==> config.mk <==
export PLATFORM = sky130hd
export DESIGN_NAME = eic_top
export DESIGN_NICKNAME = d
export VERILOG_FILES = /design/src/logic/eic_pkg.sv /design/src/logic/eic_serializer.sv /design/src/logic/eic_top.sv
export SDC_FILE = /design/constraint.sdc
export NUM_CORES = 1
export LEC_CHECK = 0
export ABC_AREA = 1
export BUFFER_PORTS_ARGS = -buffer_cell sky130_fd_sc_hd__buf_2
export CORE_MARGIN = 2
export CORE_UTILIZATION = 60
export CTS_CLUSTER_DIAMETER = 30
export DETAILED_ROUTE_END_ITERATION = 12
export PLACE_DENSITY_LB_ADDON = 0.12
export SKIP_LAST_GASP = 1
export SYNTH_ARGS = -nofsm -noshare
export SYNTH_HDL_FRONTEND = slang
export SYNTH_SLANG_ARGS = --single-unit
==> constraint.sdc <==
create_clock -name mclk -period 4.11 [get_ports mclk]
set_clock_uncertainty 0.2 [all_clocks]
set_input_delay 0.6165 -clock mclk [delete_from_list [all_inputs] [get_ports mclk]]
set_output_delay 0.6165 -clock mclk [all_outputs]
set_load 0.02 [all_outputs]
==> src/logic/eic_pkg.sv <==
`default_nettype none
package eic_pkg;

   // ************************************************************
   // timing
   // ************************************************************
   localparam int CLK_PERIOD_NS = 10;
   localparam int MAX_IN_KHZ    = 200;
   localparam int QUAD_EDGE_NS  = 1_000_000 / (4 * MAX_IN_KHZ);   // edge spacing at top input rate
   localparam int FILTER_NS     = 40;                             // least stable time of a pin
   localparam int FAULT_NS      = 5000;                           // least time a broken pair must persist
   localparam int SER_HALF_NS   = 50;                             // half period of the serial clock
   localparam int FILTER_CYC    = (FILTER_NS + CLK_PERIOD_NS - 1) / CLK_PERIOD_NS;
   localparam int QSTEP_CYC     = (QUAD_EDGE_NS + CLK_PERIOD_NS - 1) / CLK_PERIOD_NS;
   localparam int FAULT_CYC     = (FAULT_NS + CLK_PERIOD_NS - 1) / CLK_PERIOD_NS;
   localparam int SER_HALF_CYC  = (SER_HALF_NS + CLK_PERIOD_NS - 1) / CLK_PERIOD_NS;
   localparam int FILT_W        = $clog2(FILTER_CYC + 1);
   localparam int QSTEP_W       = $clog2(QSTEP_CYC + 1);
   localparam int FAULT_W       = $clog2(FAULT_CYC + 1);
   localparam int SER_HALF_W    = $clog2(SER_HALF_CYC + 1);

   // ************************************************************
   // pins and widths
   // ************************************************************
   localparam int POS_W   = 12;
   localparam int BIT_W   = $clog2(POS_W + 1);
   localparam int PIN_A1P = 0;
   localparam int PIN_A1N = 1;
   localparam int PIN_B1P = 2;
   localparam int PIN_B1N = 3;
   localparam int PIN_Z1P = 4;
   localparam int PIN_Z1N = 5;
   localparam int PIN_A2P = 6;
   localparam int PIN_A2N = 7;
   localparam int PIN_B2P = 8;
   localparam int PIN_B2N = 9;
   localparam int PIN_Z2P = 10;
   localparam int PIN_Z2N = 11;
   localparam logic [POS_W-1:0] POS_ZERO = 12'h000;

   // ************************************************************
   // types
   // ************************************************************
   typedef enum logic [2:0] {
      EIC_QUAD_SINGLE,
      EIC_QUAD_DUAL,
      EIC_QUAD_REDUNDANT,
      EIC_ABS_GRAY_HI,
      EIC_ABS_BIN_HI,
      EIC_ABS_GRAY_LO,
      EIC_ABS_BIN_LO
   } eic_mode_e;

   typedef struct packed {
      logic family;      // installed = quadrature
      logic polarity;    // installed = extra inversion / no redundancy
      logic dual;        // installed = single / gray
   } eic_jumper_s;

   typedef struct packed {
      logic a_p;
      logic a_n;
      logic b_p;
      logic b_n;
      logic z_p;
      logic z_n;
   } eic_quad_s;

   // ************************************************************
   // functions
   // ************************************************************
   function automatic eic_mode_e eic_decode_mode(input eic_jumper_s j);
      eic_mode_e m;
      m = EIC_QUAD_SINGLE;
      if (j.family) begin
         if (j.polarity && !j.dual) m = EIC_QUAD_DUAL;
         else if (!j.polarity && !j.dual) m = EIC_QUAD_REDUNDANT;
         else m = EIC_QUAD_SINGLE;
      end else begin
         if (j.polarity) m = j.dual ? EIC_ABS_GRAY_HI : EIC_ABS_BIN_HI;
         else m = j.dual ? EIC_ABS_GRAY_LO : EIC_ABS_BIN_LO;
      end
      return m;
   endfunction

   function automatic logic [POS_W-1:0] eic_gray_to_bin(input logic [POS_W-1:0] g);
      logic [POS_W-1:0] b;
      b = '0;
      b[POS_W-1] = g[POS_W-1];
      for (int i = POS_W - 2; i >= 0; i--) begin
         b[i] = b[i+1] ^ g[i];
      end
      return b;
   endfunction

   function automatic eic_quad_s eic_diff(input logic a, input logic b, input logic z);
      eic_quad_s q;
      q.a_p = a;
      q.a_n = ~a;
      q.b_p = b;
      q.b_n = ~b;
      q.z_p = z;
      q.z_n = ~z;
      return q;
   endfunction

endpackage
`default_nettype wire

==> src/logic/eic_serializer.sv <==
`default_nettype none
// shifts one position word out msb first, framed, with its own bit clock
module eic_serializer
   import eic_pkg::*;
(
   input  wire  logic                   mclk,
   input  wire  logic                   reset_n,
   input  wire  logic                   load,
   input  wire  logic [eic_pkg::POS_W-1:0] word,
   output logic                         ready,
   output logic                         ser_clk,
   output logic                         ser_data,
   output logic                         ser_frame
);

   logic [POS_W-1:0]      shift;
   logic [POS_W-1:0]      next_shift;
   logic [BIT_W-1:0]      bits;
   logic [BIT_W-1:0]      next_bits;
   logic [SER_HALF_W-1:0] half;
   logic [SER_HALF_W-1:0] next_half;
   logic                  next_ready;
   logic                  next_ser_clk;
   logic                  next_ser_data;
   logic                  next_ser_frame;

   // ************************************************************
   // shift engine
   // ************************************************************
   // data changes on the falling serial edge, stable at the rising one
   always_comb begin
      next_shift     = shift;
      next_bits      = bits;
      next_half      = half;
      next_ready     = ready;
      next_ser_clk   = ser_clk;
      next_ser_data  = ser_data;
      next_ser_frame = ser_frame;
      if (ready) begin
         if (load) begin
            next_shift     = {word[POS_W-2:0], 1'b0};
            next_ser_data  = word[POS_W-1];
            next_bits      = BIT_W'(POS_W);
            next_half      = SER_HALF_W'(SER_HALF_CYC - 1);
            next_ready     = 1'b0;
            next_ser_frame = 1'b1;
         end
      end else if (half != '0) begin
         next_half = half - 1'b1;
      end else begin
         next_half    = SER_HALF_W'(SER_HALF_CYC - 1);
         next_ser_clk = ~ser_clk;
         if (ser_clk) begin
            next_bits = bits - 1'b1;
            if (bits == BIT_W'(1)) begin
               next_ser_frame = 1'b0;
               next_ser_data  = 1'b0;
               next_ready     = 1'b1;
            end else begin
               next_ser_data = shift[POS_W-1];
               next_shift    = {shift[POS_W-2:0], 1'b0};
            end
         end
      end
   end

   always_ff @(posedge mclk or negedge reset_n) begin
      if (!reset_n) begin
         shift     <= '0;
         bits      <= '0;
         half      <= '0;
         ready     <= 1'b1;
         ser_clk   <= 1'b0;
         ser_data  <= 1'b0;
         ser_frame <= 1'b0;
      end else begin
         shift     <= next_shift;
         bits      <= next_bits;
         half      <= next_half;
         ready     <= next_ready;
         ser_clk   <= next_ser_clk;
         ser_data  <= next_ser_data;
         ser_frame <= next_ser_frame;
      end
   end

endmodule
`default_nettype wire

==> src/logic/eic_top.sv <==
`default_nettype none
module eic_top
   import eic_pkg::*;
(
   input  wire  logic                      mclk,
   input  wire  logic                      reset_n,
   input  wire  eic_pkg::eic_jumper_s      jumpers,
   input  wire  logic [eic_pkg::POS_W-1:0] enc_pins,
   input  wire  logic                      encoder_select,
   output logic                            drive_processor_module_quad_valid,
   output eic_pkg::eic_quad_s              quad_out,
   output logic [eic_pkg::POS_W-1:0]       position,
   output eic_pkg::eic_mode_e              mode,
   output logic                            active_encoder,
   output logic                            failover_flag,
   output logic                            ser_clk,
   output logic                            ser_data,
   output logic                            ser_frame
);

   // ************************************************************
   // declarations
   // ************************************************************
   logic [POS_W-1:0]  filt;
   logic [POS_W-1:0]  next_filt;
   logic [FILT_W-1:0] filt_cnt [POS_W];
   logic [FILT_W-1:0] next_filt_cnt [POS_W];
   logic [POS_W-1:0]  prev_pins;
   eic_mode_e         next_mode;
   logic              next_failover_flag;
   logic              next_active_encoder;
   logic [FAULT_W-1:0] fault_cnt;
   logic [FAULT_W-1:0] next_fault_cnt;
   logic              primary_broken;
   eic_quad_s         next_quad_out;
   logic              next_quad_valid;
   logic [POS_W-1:0]  next_position;
   logic [POS_W-1:0]  emu;
   logic [POS_W-1:0]  next_emu;
   logic [POS_W-1:0]  emu_gap;
   logic [QSTEP_W-1:0] qstep;
   logic [QSTEP_W-1:0] next_qstep;
   logic              is_abs;
   logic [POS_W-1:0]  word_in;
   logic              ser_ready;
   logic              ser_load;

   // true in the four positional modes; gates both the follower and the link
   function automatic logic mode_is_abs(input eic_mode_e m);
      return m inside {EIC_ABS_GRAY_HI, EIC_ABS_BIN_HI, EIC_ABS_GRAY_LO, EIC_ABS_BIN_LO};
   endfunction

   // ************************************************************
   // input filter
   // ************************************************************
   // a pin must hold a new level for the filter time, well under the
   // shortest quadrature edge spacing at the top input rate
   always_comb begin
      next_filt = filt;
      for (int i = 0; i < POS_W; i++) begin
         next_filt_cnt[i] = filt_cnt[i];
         if (enc_pins[i] != prev_pins[i] || enc_pins[i] == filt[i]) begin
            next_filt_cnt[i] = '0;
         end else if (filt_cnt[i] == FILT_W'(FILTER_CYC - 1)) begin
            next_filt[i]     = enc_pins[i];
            next_filt_cnt[i] = '0;
         end else begin
            next_filt_cnt[i] = filt_cnt[i] + 1'b1;
         end
      end
   end

   always_ff @(posedge mclk or negedge reset_n) begin
      if (!reset_n) begin
         filt      <= '0;
         prev_pins <= '0;
         for (int i = 0; i < POS_W; i++) begin
            filt_cnt[i] <= '0;
         end
      end else begin
         filt      <= next_filt;
         prev_pins <= enc_pins;
         for (int i = 0; i < POS_W; i++) begin
            filt_cnt[i] <= next_filt_cnt[i];
         end
      end
   end

   // ************************************************************
   // mode decode and failover
   // ************************************************************
   // a differential pair whose legs agree is a broken wire or encoder
   assign primary_broken = (filt[PIN_A1P] == filt[PIN_A1N]) || (filt[PIN_B1P] == filt[PIN_B1N]);

   always_comb begin
      next_mode           = eic_decode_mode(jumpers);
      next_failover_flag  = failover_flag;
      next_fault_cnt      = '0;
      next_active_encoder = 1'b0;
      if (next_mode == EIC_QUAD_REDUNDANT && !failover_flag) begin
         if (primary_broken) begin
            next_fault_cnt = fault_cnt + 1'b1;
            if (fault_cnt == FAULT_W'(FAULT_CYC - 1)) begin
               next_failover_flag = 1'b1;
            end
         end
      end
      if (next_mode == EIC_QUAD_DUAL) begin
         next_active_encoder = encoder_select;
      end else if (failover_flag || next_failover_flag) begin
         next_active_encoder = 1'b1;
      end
   end

   // the failover flag has no clear path but reset
   always_ff @(posedge mclk or negedge reset_n) begin
      if (!reset_n) begin
         mode           <= EIC_QUAD_SINGLE;
         failover_flag  <= 1'b0;
         fault_cnt      <= '0;
         active_encoder <= 1'b0;
      end else begin
         mode           <= next_mode;
         failover_flag  <= next_failover_flag;
         fault_cnt      <= next_fault_cnt;
         active_encoder <= next_active_encoder;
      end
   end

   // ************************************************************
   // positional word
   // ************************************************************
   // the pins arrive already inverted by the input stage; an installed
   // polarity jumper undoes that, a removed one leaves it, which also
   // serves to reverse a backwards-mounted encoder
   assign is_abs  = !jumpers.family;
   assign word_in = jumpers.polarity ? ~filt : filt;

   always_comb begin
      next_position = position;
      if (is_abs) begin
         if (jumpers.dual) begin
            next_position = eic_gray_to_bin(word_in);
         end else begin
            next_position = word_in;
         end
      end
   end

   // ************************************************************
   // pseudo quadrature follower
   // ************************************************************
   // the emulated count walks one step per edge slot toward the position,
   // taking the short way round the wrap
   assign emu_gap = position - emu;

   always_comb begin
      next_emu   = emu;
      next_qstep = qstep;
      if (qstep != '0) begin
         next_qstep = qstep - 1'b1;
      end else if (mode_is_abs(mode) && emu_gap != '0) begin
         next_emu   = emu_gap[POS_W-1] ? emu - 1'b1 : emu + 1'b1;
         next_qstep = QSTEP_W'(QSTEP_CYC - 1);
      end
   end

   // ************************************************************
   // quadrature output
   // ************************************************************
   always_comb begin
      next_quad_valid = 1'b1;
      next_quad_out   = eic_diff(~filt[PIN_A1P], ~filt[PIN_B1P], ~filt[PIN_Z1P]);
      case (mode)
         EIC_QUAD_SINGLE: begin
            next_quad_out = eic_diff(~filt[PIN_A1P], ~filt[PIN_B1P], ~filt[PIN_Z1P]);
         end
         EIC_QUAD_DUAL, EIC_QUAD_REDUNDANT: begin
            if (active_encoder) begin
               next_quad_out = eic_diff(~filt[PIN_A2P], ~filt[PIN_B2P], ~filt[PIN_Z2P]);
            end
         end
         EIC_ABS_GRAY_HI, EIC_ABS_BIN_HI, EIC_ABS_GRAY_LO, EIC_ABS_BIN_LO: begin
            next_quad_out = eic_diff(emu[1], emu[1] ^ emu[0], emu == POS_ZERO);
         end
         default: begin
            next_quad_valid = 1'b0;
         end
      endcase
   end

   always_ff @(posedge mclk or negedge reset_n) begin
      if (!reset_n) begin
         position                          <= '0;
         emu                               <= '0;
         qstep                             <= '0;
         quad_out                          <= '0;
         drive_processor_module_quad_valid <= 1'b0;
      end else begin
         position                          <= next_position;
         emu                               <= next_emu;
         qstep                             <= next_qstep;
         quad_out                          <= next_quad_out;
         drive_processor_module_quad_valid <= next_quad_valid;
      end
   end

   // ************************************************************
   // serial link to the processor
   // ************************************************************
   // a new frame starts as soon as the last one ends, carrying the latest word
   assign ser_load = ser_ready && mode_is_abs(mode);

   eic_serializer u_ser (
      .mclk      (mclk),
      .reset_n   (reset_n),
      .load      (ser_load),
      .word      (position),
      .ready     (ser_ready),
      .ser_clk   (ser_clk),
      .ser_data  (ser_data),
      .ser_frame (ser_frame)
   );

endmodule
`default_nettype wire

==> impl_metrics.py, run 1 <==
metrics = {
    "timing": {
        "rsz0062_at_grt": "no",
        "worst_pin_slew_ps": 759.5,
        "hold_viol": 0,
        "timing.fmax_mhz": 272.4,
        "finalMaxSlewViolations": 0,
        "worst_slack_ps": 438.4,
        "timing.final.crit_share_pct": 89.33,
        "holdWs_ps": 53.61,
        "setup_viol_count_final": 0,
        "min_period_ps": 3672,
        "slew_headroom_pct": 49.37,
        "tns_ps": 0,
    },
    "logic_synthesis": {
        "async_reset_ff_share_pct": 100.0,
        "synth_warnings": 0,
        "post_synth_inst_count": 820,
        "synth_cell_types": 44,
        "syn_area_sq_um": 7124,
        "ys_ff_latch": 134,
        "yosysSeqAreaShare_pct": 47.08,
        "synth_nets": 884,
        "synth-edff-count": 0,
        "syn_avg_cell_area_sq_um": 8.688,
        "synth_ff_type": "dfrtp_1",
    },
    "outcome": {
        "status": "finished, violations left",
        "violations": "design-rule violations",
    },
    "critical_path": {
        "cp-end-kind": "register",
        "worstPathRequired_ps": 4250,
        "crit_start": "emu[7]$_DFFE_PN0P_",
        "cp_max_fo": 6,
        "arrival_ps": 3820,
        "startpoint_type": "register",
        "regToRegStartpoint": "emu[7]$_DFFE_PN0P_",
        "path_class": "reg -> reg",
    },
    "final_layout": {
        "design_area_sq_um": 8090,
        "nets": 943,
        "antennaDiodeCount": 0,
        "final.fill_count": 883,
        "final_layout_size_suffix_gt1_share_pct": 12.44,
        "syn_to_final_growth_pct": 13.56,
    },
    "placement": {
        "gp_congestion": 0.8902,
        "place_area_sq_um": 7485,
        "portBuffers": 44,
        "pre_cts_ws_ps": 463.4,
        "hpwlAfterDp_um": 11110,
    },
    "global_routing": {
        "grt_pass1_wl_um": 25800,
        "overflow": 0,
        "antenna_found_initial": 0,
        "grt_max_degree": 61,
        "grt_pass1_vias": 5617,
        "gr-usage-all-layers_pct": 25.49,
    },
    "floorplanning": {
        "io_pins": 45,
        "dieArea_sq_um": 12760,
        "die_w_um": 113.0,
        "core_area_sq_um": 11520,
        "num_rows": 39,
        "die_y_um": 113.0,
        "start_util_pct": 61.86,
    },
    "clocking": {
        "cts_tree": "built",
        "htree_num_levels": 4,
        "ctsResizeCount": 0,
        "cts.path.max_buffers": 2,
        "clock_latency_ps": 420,
        "root_buffer": "clkbuf_16",
        "clk_pin_slew_worst_paths_ps": 60,
        "hold_buffers": 0,
        "post_cts_buffers": 0,
        "cts-buffers-inserted": 17,
        "clock-sinks": 134,
    },
    "drt": {
        "wire_per_inst_um": 14.50,
        "totalWireLength_um": 15000,
        "antenna_left": 0,
        "via_count": 5646,
        "drt_pass1_iterations": 9,
        "drc": 3,
        "routed_via_density": 5.455,
        "detail_route.iter0.violations": 515,
    },
    "flow_run": {
        "cap_violations": 0,
    },
    "worst_hold_path": {
        "hold_path.class": "in -> async",
    },
    "pwr": {
        "ir_drop_uv": 480.3,
        "powerDensity_nw_per_um2": 882.4,
        "leakage_nw": 3.995,
    },
}
==> flip-flops by register name, summed over array words and instances (netlist names), 3 cells and up <==
signal,count
filt,12
emu,12
quad_out,6
mode,3
u_ser.bits,4
prev_pins,12
u_ser.half,3
fault_cnt,9
u_ser.shift,11
position,12
qstep,7
filt_cnt,36
==> cell families after synthesis <==
group	share of synthesized area, %
compound gates	10.06
xor+xnor	5.023
fa+ha+maj	8.289
buf+inv	6.639
flops	47.08
mux	0.3161
simple gates	22.59
==> path summary, 6_finish.rpt <==
| path | endpoint | cells past startpoint | slack, ps |
|---|---|---|---|
| setup / recovery | emu[11]$_DFFE_PN0P_ | 19 | 440 |
| hold / removal | u_ser.half[1]$_DFFE_PN0P_ | 1 | 50 |
| setup reg to reg | emu[11]$_DFFE_PN0P_ | 19 | 440 |
| hold reg to reg | filt_cnt[3]$_DFF_PN0_ | 1 | 240 |
| max in group asynchronous | fault_cnt[2]$_DFF_PN0_ | 2 | 2720 |
| min in group mclk | prev_pins[8]$_DFF_PN0_ | 1 | 140 |
==> synthesized netlist by cell type, types with 2 or more instances <==
cell / count / share of area, %
a21oi_1: 26 / 1.8
a31oi_1: 8 / 0.70
buf_2: 2 / 0.14
buf_6: 2 / 0.32
clkbuf_1: 3 / 0.16
dfrtp_1: 133 / 47
fa_1: 2 / 0.56
ha_1: 44 / 7.7
inv_1: 102 / 5.4
inv_2: 2 / 0.11
mux2_2: 2 / 0.32
nand2_1: 181 / 9.5
nand2_2: 8 / 0.70
nand3_1: 39 / 2.7
nand3_2: 6 / 0.84
nand4_1: 8 / 0.70
nor2_1: 83 / 4.4
nor3_1: 18 / 1.3
nor3b_1: 15 / 1.6
nor4_1: 2 / 0.18
o211ai_1: 9 / 0.95
o21ai_0: 46 / 3.2
o21ai_1: 7 / 0.49
o21ai_2: 6 / 0.74
o21bai_1: 2 / 0.21
o221ai_1: 6 / 0.74
o22ai_1: 4 / 0.35
xnor2_1: 17 / 2.1
xor2_1: 22 / 2.7
==> cells in the final DEF, fill, tap and decap left out, types with 3 or more instances in the layout <==
| cell | n |
|---|---|
| o22ai_1 | 4 |
| a31oi_1 | 8 |
| buf_4 | 6 |
| clkinv_2 | 3 |
| nor2_1 | 83 |
| o221ai_1 | 6 |
| a21oi_1 | 26 |
| xnor2_1 | 17 |
| inv_1 | 102 |
| o211ai_1 | 9 |
| nand4_1 | 8 |
| bufinv_16 | 3 |
| clkinv_4 | 4 |
| clkbuf_16 | 17 |
| xor2_1 | 22 |
| nand2_2 | 8 |
| nor3b_1 | 15 |
| nand2_1 | 181 |
| o21ai_1 | 7 |
| o21ai_2 | 6 |
| o21ai_0 | 46 |
| nor3_1 | 18 |
| nand3_2 | 6 |
| dfrtp_1 | 133 |
| buf_2 | 43 |
| nand3_1 | 39 |
| ha_1 | 44 |
==> critical path: stages, from the launching register on <==
cell,delay (ps)
dfrtp_1,380
inv_1,90
ha_1,370
inv_1,90
nor3_2,190
nand3_1,90
nand4_1,130
xor2_2,300
ha_1,350
a21oi_1,200
and2_1,180
inv_1,50
a21oi_1,190
o21ai_0,160
nand2_1,90
nand2_1,50
a21oi_1,160
xnor2_1,150
nand2_1,70
o21ai_1,90
==> per-stage QoR <==
step,std cells,total power [mW],utilization (%)
after floorplan,820,4.700,-
after global placement,1003,5.407,64.99
after detailed placement,1003,5.537,64.99
after CTS,1035,7.126,70.25
after global routing,1035,7.738,70.25
final,1035,7.139,70.25
==> layer usage <==
metal	GRT usage, %	vias up	share of wire [%]
met5	0	-	0
met4	9.350	0	2.2
met3	6.481	28	5.0
met2	41.20	120	47
met1	33.63	2675	46
li1	-	2823	-
==> cell type report <==
cell class | instances | area [sq um] | area share, %
Clock inverter | 14 | 176.4 | 2.181
Inverter | 105 | 394.1 | 4.872
Multi-Input combinational cell | 572 | 3297 | 40.75
Timing Repair Buffer | 49 | 260.3 | 3.217
Clock buffer | 18 | 429.2 | 5.305
Tap cell | 143 | 178.9 | 2.212
Sequential cell | 134 | 3354 | 41.46
==> power breakdown <==
group / switching [mW] / internal [mW] / total [mW] / leakage (nW)
clock network: 0.588 / 0.961 / 1.55 / 0.297
registers: 0.270 / 1.64 / 1.91 / 1.69
logic: 2.28 / 1.41 / 3.68 / 2.01
Power figures use the tool's default switching activity.
==> inputs of run 2 (changes only) <==
--- a/config.mk
+++ b/config.mk
@@ -15,4 +15,5 @@
 export SKIP_LAST_GASP = 1
 export SYNTH_ARGS = -nofsm -noshare
 export SYNTH_HDL_FRONTEND = slang
+export SYNTH_HIERARCHICAL = 1
 export SYNTH_SLANG_ARGS = --single-unit
==> run 2 against run 1 <==
Compared with the run above: the run now ends clean; sequential share of layout area decreased by 0.57 points; sequential power about the same; clock-buffer cell count increased by 4; total power decreased by 1.4%; setup slack got worse by 190 ps; via count increased by 0.37%.
==> impl_metrics.py, run 2 <==
metrics = {
    "logic_synthesis": {
        "synth_ff_type": "dfrtp_1",
        "async_reset_ff_share_pct": 100.0,
        "syn_area_sq_um": 7229,
        "synth_top_area_share_pct": 46.04,
        "yosysSeqAreaShare_pct": 46.40,
        "synth_warnings": 6,
        "synth_most_common_cell": "nand2_1",
        "post_synth_inst_count": 847,
        "synth-edff-count": 0,
        "syn_avg_cell_area_sq_um": 8.535,
        "synth_area_leaders": "dfrtp_1 (46%), nand2_1 (11%), ha_1 (7.4%)",
        "synth_cell_types": 45,
        "synth_area_leader_cell": "dfrtp_1",
        "ys_ff_latch": 134,
        "synthTopCellsByCount": "nand2_1 (220), dfrtp_1 (133), inv_1 (102), nor2_1 (69), o21ai_0 (44)",
        "synth_nets": 910,
    },
    "placement": {
        "hpwlAfterDp_um": 10400,
        "portBuffers": 44,
        "dp.cells": 1029,
        "gp_congestion": 0.8718,
    },
    "floorplanning": {
        "core_area_sq_um": 11860,
        "die_y_um": 113.8,
        "start_util_pct": 60.95,
        "io_pins": 45,
        "dieArea_sq_um": 12940,
        "num_rows": 40,
        "die_w_um": 113.8,
    },
    "pwr": {
        "powerDensity_nw_per_um2": 857.8,
        "power_frac_comb_pct": 50.4,
        "leakage_nw": 4.155,
        "ir_drop_uv": 587.8,
        "p_int_mw": 4.045,
        "p_total_mw": 7.037,
        "pwr-share-seq_pct": 27.3,
        "switchingPower_mw": 2.991,
        "switching_share_pct": 42.51,
        "clkPwrFrac_pct": 22.3,
    },
    "clocking": {
        "post_cts_buffers": 0,
        "clk_pin_slew_worst_paths_ps": 50,
        "htree_num_levels": 4,
        "cts-buffers-inserted": 17,
        "ctsResizeCount": 0,
        "hold_buffers": 0,
        "cts_tree": "built",
        "cts.path.max_buffers": 2,
        "clock-sinks": 134,
        "clock_latency_ps": 420,
        "root_buffer": "clkbuf_16",
    },
    "final_layout": {
        "top_register": "filt_cnt",
        "nets": 964,
        "syn_to_final_growth_pct": 13.46,
        "largest_reg_flops": 36,
        "instances_no_fill": 1061,
        "layout_commonest_cell": "nand2_1",
        "mostFrequentLayoutCells": "nand2_1 (220), dfrtp_1 (133), inv_1 (102)",
        "final.fill_count": 930,
        "final_layout_size_suffix_gt1_share_pct": 13.24,
        "antennaDiodeCount": 0,
    },
    "critical_path": {
        "startpoint_type": "register",
        "arrival_ps": 3960,
        "path_class": "reg -> reg",
        "worstPathRequired_ps": 4200,
        "cp-end-kind": "register",
        "cp_max_fo": 14,
    },
    "drt": {
        "detail_route.iter0.violations": 350,
        "drt_pass1_iterations": 5,
        "routed_via_density": 5.341,
        "via_count": 5667,
        "drc": 0,
        "wire_per_inst_um": 13.70,
        "totalWireLength_um": 14540,
        "antenna_left": 0,
    },
    "flow_run": {
        "cap_violations": 0,
    },
    "timing": {
        "tns_ps": 0,
        "slew_headroom_pct": 45.27,
        "setup_viol_count_final": 0,
        "hold_viol": 0,
        "rsz0062_at_grt": "no",
        "finalMaxSlewViolations": 0,
        "min_period_ps": 3864,
        "timing.fmax_mhz": 258.8,
        "timing.final.crit_share_pct": 94.01,
        "worst_pin_slew_ps": 821.0,
    },
    "global_routing": {
        "antenna_found_initial": 0,
        "grt_pass1_vias": 5567,
        "overflow": 0,
        "grt_pass1_wl_um": 24580,
        "gr-usage-all-layers_pct": 24.01,
        "grt_max_degree": 93,
    },
    "worst_hold_path": {
        "hold_path.class": "in -> async",
    },
    "outcome": {
        "status": "finished clean",
    },
}
run 2: cell count changes after synthesis, moves of 6 or more:
| cell | change |
|---|---|
| nand2_2 | +6 |
| nand3_1 | -8 |
| o21ai_2 | -6 |
| o211ai_1 | -6 |
| nand2_1 | +39 |
| a31oi_1 | -6 |
| nor2_1 | -14 |
| nand4_1 | +9 |
run 2: worst max-delay path, stage by stage (launching register included):
cell	delay, ps
dfrtp_1	400
inv_1	90
ha_2	320
a21o_1	210
a31oi_4	200
inv_2	60
nand3_1	60
o2111ai_1	110
xor2_1	160
buf_4	200
ha_1	350
a21oi_1	200
and2_1	170
inv_1	80
a21oi_2	160
o21ai_0	100
nand2_1	90
nand2_1	50
a21oi_1	150
xor2_1	150
nor2_1	70
xor2_1	150
run 2: logic make-up after synthesis:
family	Yosys count	synth area share [%]
simple gates	402	24.84
flops	134	46.40
xor+xnor	38	5.071
compound gates	107	8.498
mux	1	0.1558
buf+inv	120	7.044
fa+ha+maj	45	7.996
run 2: area by class of cell:
class | count | area, sq um | area share, %
Clock buffer | 22 | 474.2 | 5.781
Clock inverter | 10 | 143.9 | 1.754
Inverter | 108 | 412.9 | 5.034
Multi-Input combinational cell | 593 | 3385 | 41.26
Sequential cell | 134 | 3354 | 40.89
Tap cell | 147 | 183.9 | 2.242
Timing Repair Buffer | 47 | 249.0 | 3.035
run 2: power by group through the flow:
stage,combinational [mW],sequential (mW),clock (mW)
4_1_cts,3.47,1.92,1.60
3_5_place_dp,3.40,1.94,0
5_1_grt,4.03,1.96,1.66
3_3_place_gp,3.26,1.93,0
6_report,3.55,1.92,1.57
2_1_floorplan,2.61,1.96,0
run 2: metal layers:
| layer | share of wire (%) | track usage, % |
|---|---|---|
| met5 | 0 | 0 |
| met4 | 2.1 | 10.00 |
| met3 | 4.4 | 6.111 |
| met2 | 50 | 40.96 |
| met1 | 44 | 29.17 |
run 2: final timing paths:
kind                                  startpoint  depth (start not counted)  slack, ps                        end
max                           emu[2]$_DFFE_PN0P_                         21        250        emu[11]$_DFFE_PN0P_
min                                      reset_n                          1         50  u_ser/bits[2]$_DFFE_PN0P_
max reg2reg                   emu[2]$_DFFE_PN0P_                         21        250        emu[11]$_DFFE_PN0P_
min reg2reg                filt_cnt[9]$_DFF_PN0_                          1        240      filt_cnt[9]$_DFF_PN0_
max in group asynchronous                reset_n                          2       2760         emu[4]$_DFFE_PN0P_
min in group mclk                    enc_pins[8]                          1        150     prev_pins[8]$_DFF_PN0_
run 2: stage by stage:
stage	hold WS (ps)	setup WS (ps)	util, %	area, sq um
after CTS	97.27	143.9	69.00	8184
after global routing	100.9	17.67	69.16	8203
final	48.21	246.4	69.16	8203
after global placement	223.0	377.2	63.79	7566
after floorplan	120.9	45.99	-	7229
after detailed placement	234.1	168.0	63.79	7566
